**src/include/fanout_ctrl_regs.vh**
```
// register offsets, field positions, reset values, selection codes and divider ratio limits for the fanout control
`ifndef FANOUT_CTRL_REGS_VH
`define FANOUT_CTRL_REGS_VH
`define REG_ADDR_W 4
`define REG_DATA_W 8
`define REF_SYNC_CTRL_OFFSET 4'h0
`define BANK_PWR_CTRL_OFFSET 4'h1
`define REF_SYNC_CTRL_RESET 8'h00
`define BANK_PWR_CTRL_RESET 8'h00
`define REF_SYNC_CTRL_MASK 8'hf1
`define BIT_SWITCHOVER_MODE 7
`define BIT_REF_SEL_HI 6
`define BIT_REF_SEL_LO 5
`define BIT_SEL_SOURCE 4
`define BIT_DIV_HOLD 0
`define BIT_BANK_A_SUPPLY_HINT 7
`define BIT_BANK_B_SUPPLY_HINT 6
`define BIT_BANK_A_QUIET_DISABLE 5
`define BIT_BANK_B_QUIET_DISABLE 4
`define BIT_BANK_A_OUTPUT_POWER_OFF 3
`define BIT_BANK_B_OUTPUT_POWER_OFF 2
`define BIT_DIVIDER_A_POWER_DOWN 1
`define BIT_DIVIDER_B_POWER_DOWN 0
`define SEL_BOTH_ZERO 2'h0
`define SEL_A_ONE_B_ZERO 2'h1
`define SEL_A_ZERO_B_ONE 2'h2
`define SEL_BOTH_ONE 2'h3
`define DIV_RATIO_W 9
`define DIV_RATIO_RESET 9'h000
`define DIV_BYPASS_MAX 9'h001
`endif

```
**src/rtl/bank_divider.v**
```verilog
// integer output divider for one bank with hold, power-down and bypass
`timescale 1ns/1ps
`include "fanout_ctrl_regs.vh"
module bank_divider
#(
  parameter RATIO_W = `DIV_RATIO_W
)
(
  input wire i_clock,
  input wire i_rst_n,
  input wire i_ref_clk,
  input wire i_hold,
  input wire i_power_down,
  input wire [RATIO_W-1:0] i_ratio,
  output reg o_div_clk
);
  reg prev_ref;
  reg [RATIO_W-1:0] count;
  wire ref_rise;
  wire bypass;
  wire [RATIO_W-1:0] half;

  assign ref_rise = i_ref_clk & ~prev_ref;
  assign bypass = (i_ratio <= `DIV_BYPASS_MAX);
  assign half = i_ratio >> 1;

  // counts rising reference edges; the output is high for ratio/2 edges of every ratio
  always @(posedge i_clock or negedge i_rst_n)
  begin
    if (!i_rst_n)
    begin
      prev_ref <= 1'b0;
      count <= {RATIO_W{1'b0}};
      o_div_clk <= 1'b0;
    end
    else
    begin
      prev_ref <= i_ref_clk;
      if (i_hold || (i_power_down && !bypass))
      begin
        count <= {RATIO_W{1'b0}};
        o_div_clk <= 1'b0;
      end
      else if (bypass)
        o_div_clk <= i_ref_clk;
      else if (ref_rise)
      begin
        // high for ratio/2 rising edges, low for the rest
        if (count == i_ratio - 1'b1)
          count <= {RATIO_W{1'b0}};
        else
          count <= count + 1'b1;
        o_div_clk <= (count == i_ratio - 1'b1) || (count < half - 1'b1);
      end
    end
  end
endmodule

```
**src/rtl/fanout_device_control.v**
```verilog
// device-control registers and reference routing for the two-bank clock fanout
`timescale 1ns/1ps
`include "fanout_ctrl_regs.vh"
// How it works
// - mode 0: reference source changes at once, glitches accepted
// - mode 1: switch without glitches, may stay on a dead old source
// - select 00 zero/zero, 01 A one, 10 B one, 11 one/one
// - register select field used only while selection-source bit is 1
// - source bit 0 uses select pin, 1 uses register field
// - hold bit 1 resets both dividers and stops their clocks
// - hold 1 to 0 releases both dividers in the same cycle
// - quiet-disable 0 enables bank outputs per pair without runt pulses
// - quiet-disable 1 forces every output of that bank to high impedance
// - output power-off 1 powers bank outputs off, 0 powers them
// - divider power-down 1 powers that bank divider down
// - each bank stores a supply hint bit, 0 means 3.3 V
// - ratio 0 or 1 bypasses, 2 to 511 divides by the value
// - enable pin low tri-states all outputs, changes without runt pulses
// - pair disable 1 powers that pair down, 0 enables it
module fanout_device_control
#(
  parameter PAIRS = 4,
  parameter RATIO_W = `DIV_RATIO_W
)
(
  input wire i_clock,
  input wire i_rst_n,
  input wire i_ref_input_zero,
  input wire i_ref_input_one,
  input wire i_ref_sel_pin_hi,
  input wire i_ref_sel_pin_lo,
  input wire i_output_enable,
  input wire i_reg_write,
  input wire [`REG_ADDR_W-1:0] i_reg_addr,
  input wire [`REG_DATA_W-1:0] i_reg_wdata,
  input wire [PAIRS-1:0] i_pair_a_disable,
  input wire [PAIRS-1:0] i_pair_b_disable,
  input wire [RATIO_W-1:0] i_divider_a_ratio,
  input wire [RATIO_W-1:0] i_divider_b_ratio,
  output reg [`REG_DATA_W-1:0] o_reg_rdata,
  output reg o_bank_a_clk,
  output reg o_bank_b_clk,
  output reg [PAIRS-1:0] o_bank_a_drive,
  output reg [PAIRS-1:0] o_bank_b_drive,
  output reg [PAIRS-1:0] o_bank_a_pair_power,
  output reg [PAIRS-1:0] o_bank_b_pair_power,
  output reg o_divider_a_power,
  output reg o_divider_b_power,
  output reg o_bank_a_supply_hint,
  output reg o_bank_b_supply_hint,
  output reg o_divider_a_on_one,
  output reg o_divider_b_on_one
);
  reg [`REG_DATA_W-1:0] reference_and_sync_control;
  reg [`REG_DATA_W-1:0] bank_power_and_enable_control;
  reg oe_sync;
  reg [1:0] next_sel;
  reg [PAIRS-1:0] next_a_drive;
  reg [PAIRS-1:0] next_b_drive;
  reg [PAIRS-1:0] next_a_pair_power;
  reg [PAIRS-1:0] next_b_pair_power;
  wire switchover_mode;
  wire sel_source;
  wire div_hold;
  wire bank_a_quiet_disable;
  wire bank_b_quiet_disable;
  wire bank_a_output_power_off;
  wire bank_b_output_power_off;
  wire divider_a_power_down;
  wire divider_b_power_down;
  wire ref_a;
  wire ref_b;
  wire div_a_clk;
  wire div_b_clk;
  wire mux_a_one;
  wire mux_b_one;
  wire a_low_edge;
  wire b_low_edge;
  wire [1:0] reg_sel;
  wire mux_a_on_one_w;
  wire mux_b_on_one_w;

  // drive mask for one bank: global enable, bank quiet-disable, pair disable and power
  function [PAIRS-1:0] bank_drive;
    input oe;
    input quiet;
    input power_off;
    input [PAIRS-1:0] pair_dis;
    begin
      bank_drive = (oe && !quiet && !power_off) ? ~pair_dis : {PAIRS{1'b0}};
    end
  endfunction

  // powered pairs of one bank: bank power-off wins over the per-pair bits
  function [PAIRS-1:0] pair_power;
    input power_off;
    input [PAIRS-1:0] pair_dis;
    begin
      pair_power = power_off ? {PAIRS{1'b0}} : ~pair_dis;
    end
  endfunction

  // true when a selection code routes input one to divider b (for_b set) or divider a
  function routes_input_one;
    input [1:0] sel;
    input for_b;
    begin
      case (sel)
        `SEL_BOTH_ZERO: routes_input_one = 1'b0;
        `SEL_A_ONE_B_ZERO: routes_input_one = !for_b;
        `SEL_A_ZERO_B_ONE: routes_input_one = for_b;
        `SEL_BOTH_ONE: routes_input_one = 1'b1;
        default: routes_input_one = 1'b0;
      endcase
    end
  endfunction

  // fields of the reference byte
  assign switchover_mode = reference_and_sync_control[`BIT_SWITCHOVER_MODE];
  assign sel_source = reference_and_sync_control[`BIT_SEL_SOURCE];
  assign reg_sel = reference_and_sync_control[`BIT_REF_SEL_HI:`BIT_REF_SEL_LO];
  assign div_hold = reference_and_sync_control[`BIT_DIV_HOLD];

  // fields of the bank byte
  assign bank_a_quiet_disable = bank_power_and_enable_control[`BIT_BANK_A_QUIET_DISABLE];
  assign bank_b_quiet_disable = bank_power_and_enable_control[`BIT_BANK_B_QUIET_DISABLE];
  assign bank_a_output_power_off = bank_power_and_enable_control[`BIT_BANK_A_OUTPUT_POWER_OFF];
  assign bank_b_output_power_off = bank_power_and_enable_control[`BIT_BANK_B_OUTPUT_POWER_OFF];
  assign divider_a_power_down = bank_power_and_enable_control[`BIT_DIVIDER_A_POWER_DOWN];
  assign divider_b_power_down = bank_power_and_enable_control[`BIT_DIVIDER_B_POWER_DOWN];

  // selection source: pin when the source bit is clear, register field when set;
  // the register field is ignored entirely while the pin is in charge
  always @*
  begin
    case (sel_source)
      1'b1: next_sel = reg_sel;
      default: next_sel = {i_ref_sel_pin_hi, i_ref_sel_pin_lo};
    endcase
  end

  // both dividers decode the same code, each looking up its own column
  assign mux_a_one = routes_input_one(next_sel, 1'b0);
  assign mux_b_one = routes_input_one(next_sel, 1'b1);

  // reference byte; reserved bits are dropped so they always read back zero
  always @(posedge i_clock or negedge i_rst_n)
  begin
    if (!i_rst_n)
      reference_and_sync_control <= `REF_SYNC_CTRL_RESET;
    else if (i_reg_write && (i_reg_addr == `REF_SYNC_CTRL_OFFSET))
      reference_and_sync_control <= i_reg_wdata & `REF_SYNC_CTRL_MASK;
  end

  // bank byte; every bit is a live control, so the whole byte is stored
  always @(posedge i_clock or negedge i_rst_n)
  begin
    if (!i_rst_n)
      bank_power_and_enable_control <= `BANK_PWR_CTRL_RESET;
    else if (i_reg_write && (i_reg_addr == `BANK_PWR_CTRL_OFFSET))
      bank_power_and_enable_control <= i_reg_wdata;
  end

  // read data is registered; unmapped offsets read zero
  always @(posedge i_clock or negedge i_rst_n)
  begin
    if (!i_rst_n)
      o_reg_rdata <= {`REG_DATA_W{1'b0}};
    else
    begin
      case (i_reg_addr)
        `REF_SYNC_CTRL_OFFSET: o_reg_rdata <= reference_and_sync_control;
        `BANK_PWR_CTRL_OFFSET: o_reg_rdata <= bank_power_and_enable_control;
        default: o_reg_rdata <= {`REG_DATA_W{1'b0}};
      endcase
    end
  end

  glitchless_ref_mux mux_a
  (
    .i_clock(i_clock),
    .i_rst_n(i_rst_n),
    .i_ref_zero(i_ref_input_zero),
    .i_ref_one(i_ref_input_one),
    .i_want_one(mux_a_one),
    .i_glitchless(switchover_mode),
    .o_ref_clk(ref_a),
    .o_on_one(mux_a_on_one_w)
  );

  glitchless_ref_mux mux_b
  (
    .i_clock(i_clock),
    .i_rst_n(i_rst_n),
    .i_ref_zero(i_ref_input_zero),
    .i_ref_one(i_ref_input_one),
    .i_want_one(mux_b_one),
    .i_glitchless(switchover_mode),
    .o_ref_clk(ref_b),
    .o_on_one(mux_b_on_one_w)
  );

  // one shared hold bit feeds both dividers, so release lands on the same edge
  bank_divider #(.RATIO_W(RATIO_W)) divider_a
  (
    .i_clock(i_clock),
    .i_rst_n(i_rst_n),
    .i_ref_clk(ref_a),
    .i_hold(div_hold),
    .i_power_down(divider_a_power_down),
    .i_ratio(i_divider_a_ratio),
    .o_div_clk(div_a_clk)
  );

  bank_divider #(.RATIO_W(RATIO_W)) divider_b
  (
    .i_clock(i_clock),
    .i_rst_n(i_rst_n),
    .i_ref_clk(ref_b),
    .i_hold(div_hold),
    .i_power_down(divider_b_power_down),
    .i_ratio(i_divider_b_ratio),
    .o_div_clk(div_b_clk)
  );

  // enable changes only take effect while the bank clock is low, so no runt pulse;
  // a bank whose clock sticks high keeps its last drive mask until the clock drops
  assign a_low_edge = !div_a_clk;
  assign b_low_edge = !div_b_clk;

  // values the drive and power registers take next
  always @*
  begin
    next_a_drive = bank_drive(oe_sync, bank_a_quiet_disable, bank_a_output_power_off,
      i_pair_a_disable);
    next_b_drive = bank_drive(oe_sync, bank_b_quiet_disable, bank_b_output_power_off,
      i_pair_b_disable);
    next_a_pair_power = pair_power(bank_a_output_power_off, i_pair_a_disable);
    next_b_pair_power = pair_power(bank_b_output_power_off, i_pair_b_disable);
  end

  // bank clocks and source flags; the extra stage keeps every output on a flip-flop
  always @(posedge i_clock or negedge i_rst_n)
  begin
    if (!i_rst_n)
    begin
      o_bank_a_clk <= 1'b0;
      o_bank_b_clk <= 1'b0;
      o_divider_a_on_one <= 1'b0;
      o_divider_b_on_one <= 1'b0;
    end
    else
    begin
      o_bank_a_clk <= div_a_clk;
      o_bank_b_clk <= div_b_clk;
      o_divider_a_on_one <= mux_a_on_one_w;
      o_divider_b_on_one <= mux_b_on_one_w;
    end
  end

  // the enable pin is retimed once so its change lines up with the bank clock stage
  always @(posedge i_clock or negedge i_rst_n)
  begin
    if (!i_rst_n)
      oe_sync <= 1'b0;
    else
      oe_sync <= i_output_enable;
  end

  // bank a drive mask, sampled only in the low phase of its own clock
  always @(posedge i_clock or negedge i_rst_n)
  begin
    if (!i_rst_n)
      o_bank_a_drive <= {PAIRS{1'b0}};
    else if (a_low_edge)
      o_bank_a_drive <= next_a_drive;
  end

  // bank b drive mask, gated by its own clock so the banks never wait on each other
  always @(posedge i_clock or negedge i_rst_n)
  begin
    if (!i_rst_n)
      o_bank_b_drive <= {PAIRS{1'b0}};
    else if (b_low_edge)
      o_bank_b_drive <= next_b_drive;
  end

  // pair and divider power, and the stored supply hints
  always @(posedge i_clock or negedge i_rst_n)
  begin
    if (!i_rst_n)
    begin
      o_bank_a_pair_power <= {PAIRS{1'b0}};
      o_bank_b_pair_power <= {PAIRS{1'b0}};
      o_divider_a_power <= 1'b0;
      o_divider_b_power <= 1'b0;
      o_bank_a_supply_hint <= 1'b0;
      o_bank_b_supply_hint <= 1'b0;
    end
    else
    begin
      o_bank_a_pair_power <= next_a_pair_power;
      o_bank_b_pair_power <= next_b_pair_power;
      o_divider_a_power <= !divider_a_power_down;
      o_divider_b_power <= !divider_b_power_down;
      o_bank_a_supply_hint <= bank_power_and_enable_control[`BIT_BANK_A_SUPPLY_HINT];
      o_bank_b_supply_hint <= bank_power_and_enable_control[`BIT_BANK_B_SUPPLY_HINT];
    end
  end
endmodule

```
**src/rtl/glitchless_ref_mux.v**
```verilog
// reference source multiplexer for one bank divider, forced or glitch-less switching
`timescale 1ns/1ps
`include "fanout_ctrl_regs.vh"
module glitchless_ref_mux
(
  input wire i_clock,
  input wire i_rst_n,
  input wire i_ref_zero,
  input wire i_ref_one,
  input wire i_want_one,
  input wire i_glitchless,
  output reg o_ref_clk,
  output reg o_on_one
);
  reg prev_zero;
  reg prev_one;
  reg on_one;
  reg gap;
  wire fall_zero;
  wire fall_one;
  wire cur_fell;
  wire new_fell;
  wire next_ref;

  assign fall_zero = prev_zero & ~i_ref_zero;
  assign fall_one = prev_one & ~i_ref_one;
  assign cur_fell = on_one ? fall_one : fall_zero;
  assign new_fell = on_one ? fall_zero : fall_one;
  // while in the gap the output is parked low, so no shortened pulse escapes
  assign next_ref = gap ? 1'b0 : (on_one ? i_ref_one : i_ref_zero);

  // switch state: forced mode jumps at once, glitch-less mode waits on both falling edges
  always @(posedge i_clock or negedge i_rst_n)
  begin
    if (!i_rst_n)
    begin
      prev_zero <= 1'b0;
      prev_one <= 1'b0;
      on_one <= 1'b0;
      gap <= 1'b0;
      o_ref_clk <= 1'b0;
      o_on_one <= 1'b0;
    end
    else
    begin
      prev_zero <= i_ref_zero;
      prev_one <= i_ref_one;
      o_ref_clk <= next_ref;
      o_on_one <= on_one;
      if (!i_glitchless)
      begin
        on_one <= i_want_one;
        gap <= 1'b0;
      end
      else if (!gap && (on_one != i_want_one) && cur_fell)
        gap <= 1'b1;
      else if (gap && (on_one == i_want_one))
        gap <= 1'b0; // selection returned before the switch completed
      else if (gap && new_fell)
      begin
        on_one <= i_want_one;
        gap <= 1'b0;
      end
    end
  end
endmodule
```
**config.mk**
```make
export PLATFORM = sky130hd
export DESIGN_NAME = fanout_device_control
export DESIGN_NICKNAME = d
export VERILOG_FILES = /design/src/rtl/bank_divider.v /design/src/rtl/fanout_device_control.v /design/src/rtl/glitchless_ref_mux.v
export VERILOG_INCLUDE_DIRS = /design/src /design/src/include
export SDC_FILE = /design/constraint.sdc
export NUM_CORES = 1
export LEC_CHECK = 0
export BUFFER_PORTS_ARGS = -buffer_cell sky130_fd_sc_hd__buf_2
export CAP_MARGIN = 10
export CELL_PAD_IN_SITES_DETAIL_PLACEMENT = 1
export CELL_PAD_IN_SITES_GLOBAL_PLACEMENT = 1
export CORE_MARGIN = 1.5
export CORE_UTILIZATION = 43
export DETAILED_ROUTE_END_ITERATION = 6
export PLACE_DENSITY = 0.85
export SYNTH_ARGS = -nofsm -noshare
export SYNTH_HDL_FRONTEND = slang
export SYNTH_SLANG_ARGS = --single-unit
```
**constraint.sdc**
```tcl
create_clock -name i_clock -period 3.5 [get_ports i_clock]
set_clock_uncertainty 0.1 [all_clocks]
set_input_delay 0.35 -clock i_clock [delete_from_list [all_inputs] [get_ports i_clock]]
set_output_delay 0.35 -clock i_clock [all_outputs]
set_load 0.05 [all_outputs]
```
## Word-level counts from Yosys, hierarchy flattened

Cells that the tools add are included.

- Flip-flop bits (word level): 78
- Output and inout bits: 32
- Word-level logic and storage cells: 162

- Add/subtract/negate cells: 6
- Order comparisons: 4
- Equality and inequality tests: 20
- Multiplexer cells: 46
- Bitwise gates (word level): 10
- Reductions and logical operators: 44

Operators with widths:

| cell | number |
|---|---|
| 9-bit 2-to-1 mux | 8 |
| 1-bit 2-to-1 mux | 30 |
| 9-bit by 1-bit adder with 9-bit output (second input constant) | 2 |
| 9-bit equality test | 2 |
| 9-bit by 1-bit <= comparator with 1-bit output (second input constant) | 2 |
| 9-bit < comparator | 2 |
| 8-bit by 1-bit subtractor with 9-bit output (second input constant) | 2 |
| 9-bit by 1-bit subtractor with 9-bit output (second input constant) | 2 |
| 1-bit logical AND | 16 |
| 4-bit 2-to-1 mux | 4 |
| 8-bit case mux with 2 select lines | 1 |
| 2-bit inequality test (second input constant) | 6 |
| 1-bit logical NOT | 10 |
| 4-bit by 1-bit inequality test with 1-bit output (second input constant) | 2 |
| 4-bit inverter | 2 |
| 2-bit OR reduction | 4 |
| 3-bit AND reduction | 2 |
| 3-bit nonzero test | 2 |
| 1-bit AND | 4 |
| 2-bit equality test (second input constant) | 2 |
| 4-bit by 1-bit equality test with 1-bit output (second input constant) | 1 |
| 4-bit logical NOT | 1 |
| 1-bit logical OR | 4 |
| 2-bit by 1-bit inequality test with 1-bit output (second input constant) | 2 |
| 9 further kinds | 17 |

## Longest topological paths before layout

- Word-level depth: 9
- Mapped depth: 12

## Cells and area by module

Synthesis repeated with hierarchy kept, for this count alone.

- Cells, all modules: 455
- Area total of the unflattened synthesis: 4,759.6 um^2

By module, submodules not included:

| module | times used | cells an instance | area each (um^2) | seq. area each (um^2) |
|---|---|---|---|---|
| fanout_device_control | 1 | 113 | 1,670.4 | 1,151.1 |
| bank_divider (divider_b) | 1 | 158 | 1,303.8 | 275.3 |
| bank_divider (divider_a) | 1 | 140 | 1,275.0 | 275.3 |
| glitchless_ref_mux | 2 | 22 | 255.2 | 150.1 |

## Worst setup path after synthesis

OpenSTA, ideal clock, no wires.

- Path type: input port to flip-flop
- Start point: input i_divider_a_ratio[1]
- End point: register divider_a.count[4]
- Setup time: 126 ps
- Arrival: 2,265 ps
- Data required time: 3,274 ps
- Slack: 1,009 ps
- Cell stages on the path: 8
- Buffers on the path: 0
- Path through: inv_1 ha_1 or2b_2 a2111oi_4 nor2_2 a2111oi_4 nor3_4 a221o_1

- Word-level cells in the longest chain between the ends: 6
- Elaborated cells between the ends (all ways): 13
- Classes of those cells: add/sub: 1; order compare: 1; eq/ne: 2; mux: 4; reduce/logical: 5

Ends and longest elaborated chain:

| element | line | RTL |
|---|---|---|
| from (decl) | fanout_device_control.v:38 | `input wire [RATIO_W-1:0] i_divider_a_ratio,` |
| 9-bit by 1-bit subtractor with 9-bit output / 9-bit by 1-bit <= comparator with 1-bit output (equally long branches) | -- |  |
| 9-bit equality test / 1-bit logical NOT (equally long branches) | bank_divider.v:49, bank_divider.v:39 |  |
| 9-bit 2-to-1 mux / 1-bit logical AND (equally long branches) | bank_divider.v:49, bank_divider.v:39 |  |
| 9-bit 2-to-1 mux / 1-bit logical OR (equally long branches) | bank_divider.v:46, bank_divider.v:39 |  |
| 9-bit 2-to-1 mux (tied with other cells) | bank_divider.v:44 | `else if (bypass)` |
| 9-bit 2-to-1 mux / 2-bit AND reduction (equally long branches) | -- |  |
| to (signal assigned) | bank_divider.v:41 | `count <= {RATIO_W{1'b0}};` |
| to (signal assigned) | bank_divider.v:50 | `count <= {RATIO_W{1'b0}};` |
| to (signal assigned) | bank_divider.v:52 | `count <= count + 1'b1;` |
| to (decl) | bank_divider.v:18 | `reg [RATIO_W-1:0] count;` |

Parallel ways exist; a longest one is shown, timed or not. The select of a mux whose other input is x is not followed.
A chain may end at the register's enable or synchronous reset.

## Worst setup path after layout

- Start point: register divider_a.count[6]
- End point: register divider_a.count[4]

- Word-level cells in the longest chain between the ends: 5

Ends and longest elaborated chain:

| element | line | RTL |
|---|---|---|
| from (signal assigned) | bank_divider.v:33 | `count <= {RATIO_W{1'b0}};` |
| from (signal assigned) | bank_divider.v:41 |  |
| from (signal assigned) | bank_divider.v:50 |  |
| 9-bit equality test | bank_divider.v:49 | `if (count == i_ratio - 1'b1)` |
| 9-bit 2-to-1 mux | bank_divider.v:49 |  |
| 9-bit 2-to-1 mux | bank_divider.v:46 | `else if (ref_rise)` |
| 9-bit 2-to-1 mux | bank_divider.v:44 |  |
| 9-bit 2-to-1 mux | bank_divider.v:39 | `if (i_hold \|\| (i_power_down && !bypass))` |

Every way passes these cells. The select of a mux whose other input is x is not followed.

==> flow_metrics.py <==
metrics = {
    "logic_synthesis": {
        "ys.flop_type": "dfrtp_1",
        "synth_nets": 504,
        "async_flop_share_pct": 100,
        "synth_edf_count": 0,
        "ys_top_cells_by_count": "78 x dfrtp_1, 44 x nor2_1, 42 x nand2_1",
        "synth_top_area_share_pct": 44.0,
        "synth.area.top_cells": "dfrtp_1 44%, ha_1 6.8%, xor2_1 4.3%",
        "seq_area_frac_synth_pct": 44.0,
        "syn_inst": 434,
        "yosysUniqueCellTypes": 56,
        "avgSynthCellArea_um2": 10.2,
        "synth.most_common_cell": "dfrtp_1",
        "yosysWarnings": 0,
        "synth_area_um2": 4440,
        "synth_top_cell_by_area": "dfrtp_1",
        "synth_seq_cells": 78,
    },
    "placed_design": {
        "io_buffer_count": 77,
        "placed_cell_area_um2": 4890,
        "dp.final_hpwl_um": 8250,
        "gp_congestion": 0.796,
        "numPlacedInstances": 630,
        "post-place-ws_ns": 0.606,
    },
    "sta": {
        "whs_ns": 0.0243,
        "setup_viol_count_final": 0,
        "fin_ws_ns": 0.769,
        "grt_setup_unrepaired": "false",
        "tns_ns": 0,
        "period_minus_slack_ns": 2.73,
        "worst_pin_slew_ns": 0.972,
        "hold_viol": 0,
        "max_freq_mhz": 366,
        "fin_crit_sh_pct": 78.0,
        "slew_violations": 0,
        "relSlewSlack_pct": 35.2,
    },
    "final_layout": {
        "antenna_cells": 0,
        "nets": 578,
        "syn_to_final_growth_pct": 14.8,
        "fin_cells": 646,
        "drive_gt1_share_pct": 24.8,
        "stdcell_area_um2": 5090,
    },
    "grt": {
        "grt-ovfl-total": 0,
        "grt_max_degree": 79,
        "track_usage_pct": 21.3,
        "grt_pass1_wl_um": 18400,
        "antenna_found_initial": 0,
        "grt_pass1_vias": 3685,
    },
    "critical_path": {
        "reg2reg_depth": 6,
        "cp_common_cell": "a2111oi_4",
        "cp_top_family": "compound AO/OA/AOI/OAI gates",
        "critical_path.slowest_cell": "a2111oi_4",
        "cp_max_fo": 11,
        "startpoint_type": "flop",
        "cp.arrival_ns": 2.86,
        "max_stage_delay_ns": 0.75,
        "endpoint_kind": "flop",
        "path_depth": 6,
        "crit_required_ns": 3.63,
        "path_cells": "or2b_2 -> a2111oi_4 -> nor2_2 -> a2111oi_4 -> nor3_4 -> a221o_1",
        "crit_buf_inv": 0,
        "path_class": "flop to flop",
    },
    "power_and_ir_drop": {
        "leakagePower_nw": 2.35,
        "netSwitchingFraction_pct": 37.5,
        "clkPwrFrac_pct": 26.0,
        "p_int_mw": 1.63,
        "pwr-share-comb_pct": 27.7,
        "max-vdd-ir-drop_mv": 0.257,
        "power_switching_uw": 981,
        "p_seq_share_pct": 46.3,
        "p_per_area_nw_per_um2": 513,
    },
    "drt": {
        "antenna_left": 0,
        "wl_per_cell_um": 17.0,
        "drt_drc_violations_left": 0,
        "via_per_inst": 5.44,
        "via_count": 3516,
        "drt-total-wl_um": 11000,
        "initialDrtViolationCount": 229,
        "first_pass_iters": 4,
    },
    "worst_hold_path": {
        "min_path_cells": 1,
        "min_path_type": "input port to flop",
    },
    "clocking": {
        "cts_tree": "yes",
        "cts-root-buf": "clkbuf_8",
        "cts_buffers": 9,
        "htreeDepth": 3,
        "clkTransAtPathRegs_ns": 0.08,
        "cts_setup_buffers": 0,
        "cts_hold_buf": 0,
        "cts_resized": 0,
        "clk_path_buf_depth": 2,
        "clock_latency_ns": 0.35,
        "clock-sinks": 78,
    },
    "status": {
        "status": "completed",
    },
    "floorplan": {
        "core_region_area_um2": 9910,
        "start_util_pct": 44.8,
        "ioPinCount": 78,
        "die_y_um": 105,
        "die_area_um2": 10900,
        "die_x_um": 105,
        "rows": 36,
    },
    "flow_run": {
        "cap_violations": 0,
    },
}
metal layers:
layer	share of wire (%)	vias up	wire length [um]	track usage, %
met5	0	-	0	0
met3	2.9	13	324	3.12
met4	1.2	0	127	6.25
li1	-	1700	-	-
met2	50	70	5460	36.7
met1	46	1733	5090	27.7
power groups by stage:
stage	Sequential, mW	Combinational (mW)	Clock [mW]
3_5_place_dp	1.23	0.725	0
2_1_floorplan	1.38	0.343	0
5_1_grt	1.24	0.780	0.734
3_3_place_gp	1.22	0.700	0
4_1_cts	1.21	0.728	0.700
6_report	1.21	0.723	0.680
kinds of logic (layout without fill, tap and decap cells):
| group | Yosys count | in the layout | synth area share (%) |
|---|---|---|---|
| fa+ha+maj | 24 | 24 | 6.77 |
| buf+inv | 26 | 105 | 3.33 |
| compound gates | 79 | 79 | 14.1 |
| flops | 78 | 78 | 44.0 |
| simple gates | 166 | 166 | 18.7 |
| mux | 23 | 23 | 5.59 |
| xor+xnor | 38 | 38 | 7.50 |
metrics by stage:
| stage | power (mW) | util (%) |
|---|---|---|
| after floorplan | 1.72 | - |
| after CTS | 2.64 | 51.4 |
| after detailed placement | 1.95 | 49.4 |
| final | 2.61 | 51.4 |
| after global placement | 1.92 | 49.4 |
| after global routing | 2.75 | 51.4 |
flip-flops by register name, summed over array words and instances (netlist names), 4 cells and up:
register / flops
divider_a.count: 9
divider_b.count: 9
bank_power_and_enable_control: 8
o_reg_rdata: 8
reference_and_sync_control: 5
o_bank_a_drive: 4
o_bank_a_pair_power: 4
o_bank_b_drive: 4
o_bank_b_pair_power: 4
final cells by class:
type	instances	area, um2
Fill cell	1158	4820
Multi-Input combinational cell	330	2340
Sequential cell	78	1950
Timing Repair Buffer	78	395
Tap cell	133	166
Clock buffer	11	141
Clock inverter	5	58.8
Inverter	11	41.3
layout by cell type (no fill, tap or decap), drive strengths merged, types with 3 or more instances in the layout:
| master | Yosys | final |
|---|---|---|
| dfrtp | 78 | 78 |
| buf | 2 | 78 |
| nor2 | 45 | 45 |
| nand2 | 42 | 42 |
| ha | 24 | 24 |
| xor2 | 22 | 22 |
| xnor2 | 16 | 16 |
| nand3 | 14 | 14 |
| mux2 | 14 | 14 |
| nor3 | 13 | 13 |
| nor2b | 12 | 12 |
| a21oi | 12 | 12 |
| o21ai | 12 | 12 |
| inv | 11 | 11 |
| clkbuf | 12 | 11 |
| mux2i | 9 | 9 |
| o41ai | 9 | 9 |
| o31ai | 7 | 7 |
| nand3b | 6 | 6 |
| nand4 | 6 | 6 |
| and3 | 4 | 4 |
| or2 | 4 | 4 |
| nand2b | 4 | 4 |
| o2111ai | 4 | 4 |
| o31a | 4 | 4 |
| or3 | 4 | 4 |
| a2111oi | 4 | 4 |
| o211ai | 3 | 3 |
| nor4 | 3 | 3 |
| a21o | 3 | 3 |
| a31o | 3 | 3 |
worst paths after layout:
check                                   startpoint                 end  slack, ns
worst min-delay path               i_output_enable       bank_drive.oe       0.02
worst max register to register  divider_a.count[6]  divider_a.count[4]       0.77
worst min register to register      mux_b.o_on_one  o_divider_b_on_one       0.26
min in group asynchronous                  i_rst_n     mux_b.prev_zero       0.06
worst max-delay path            divider_a.count[6]  divider_a.count[4]       0.77
max in group asynchronous                  i_rst_n   o_bank_a_drive[2]       2.62
No activity file was read; power rests on OpenSTA's default activity.
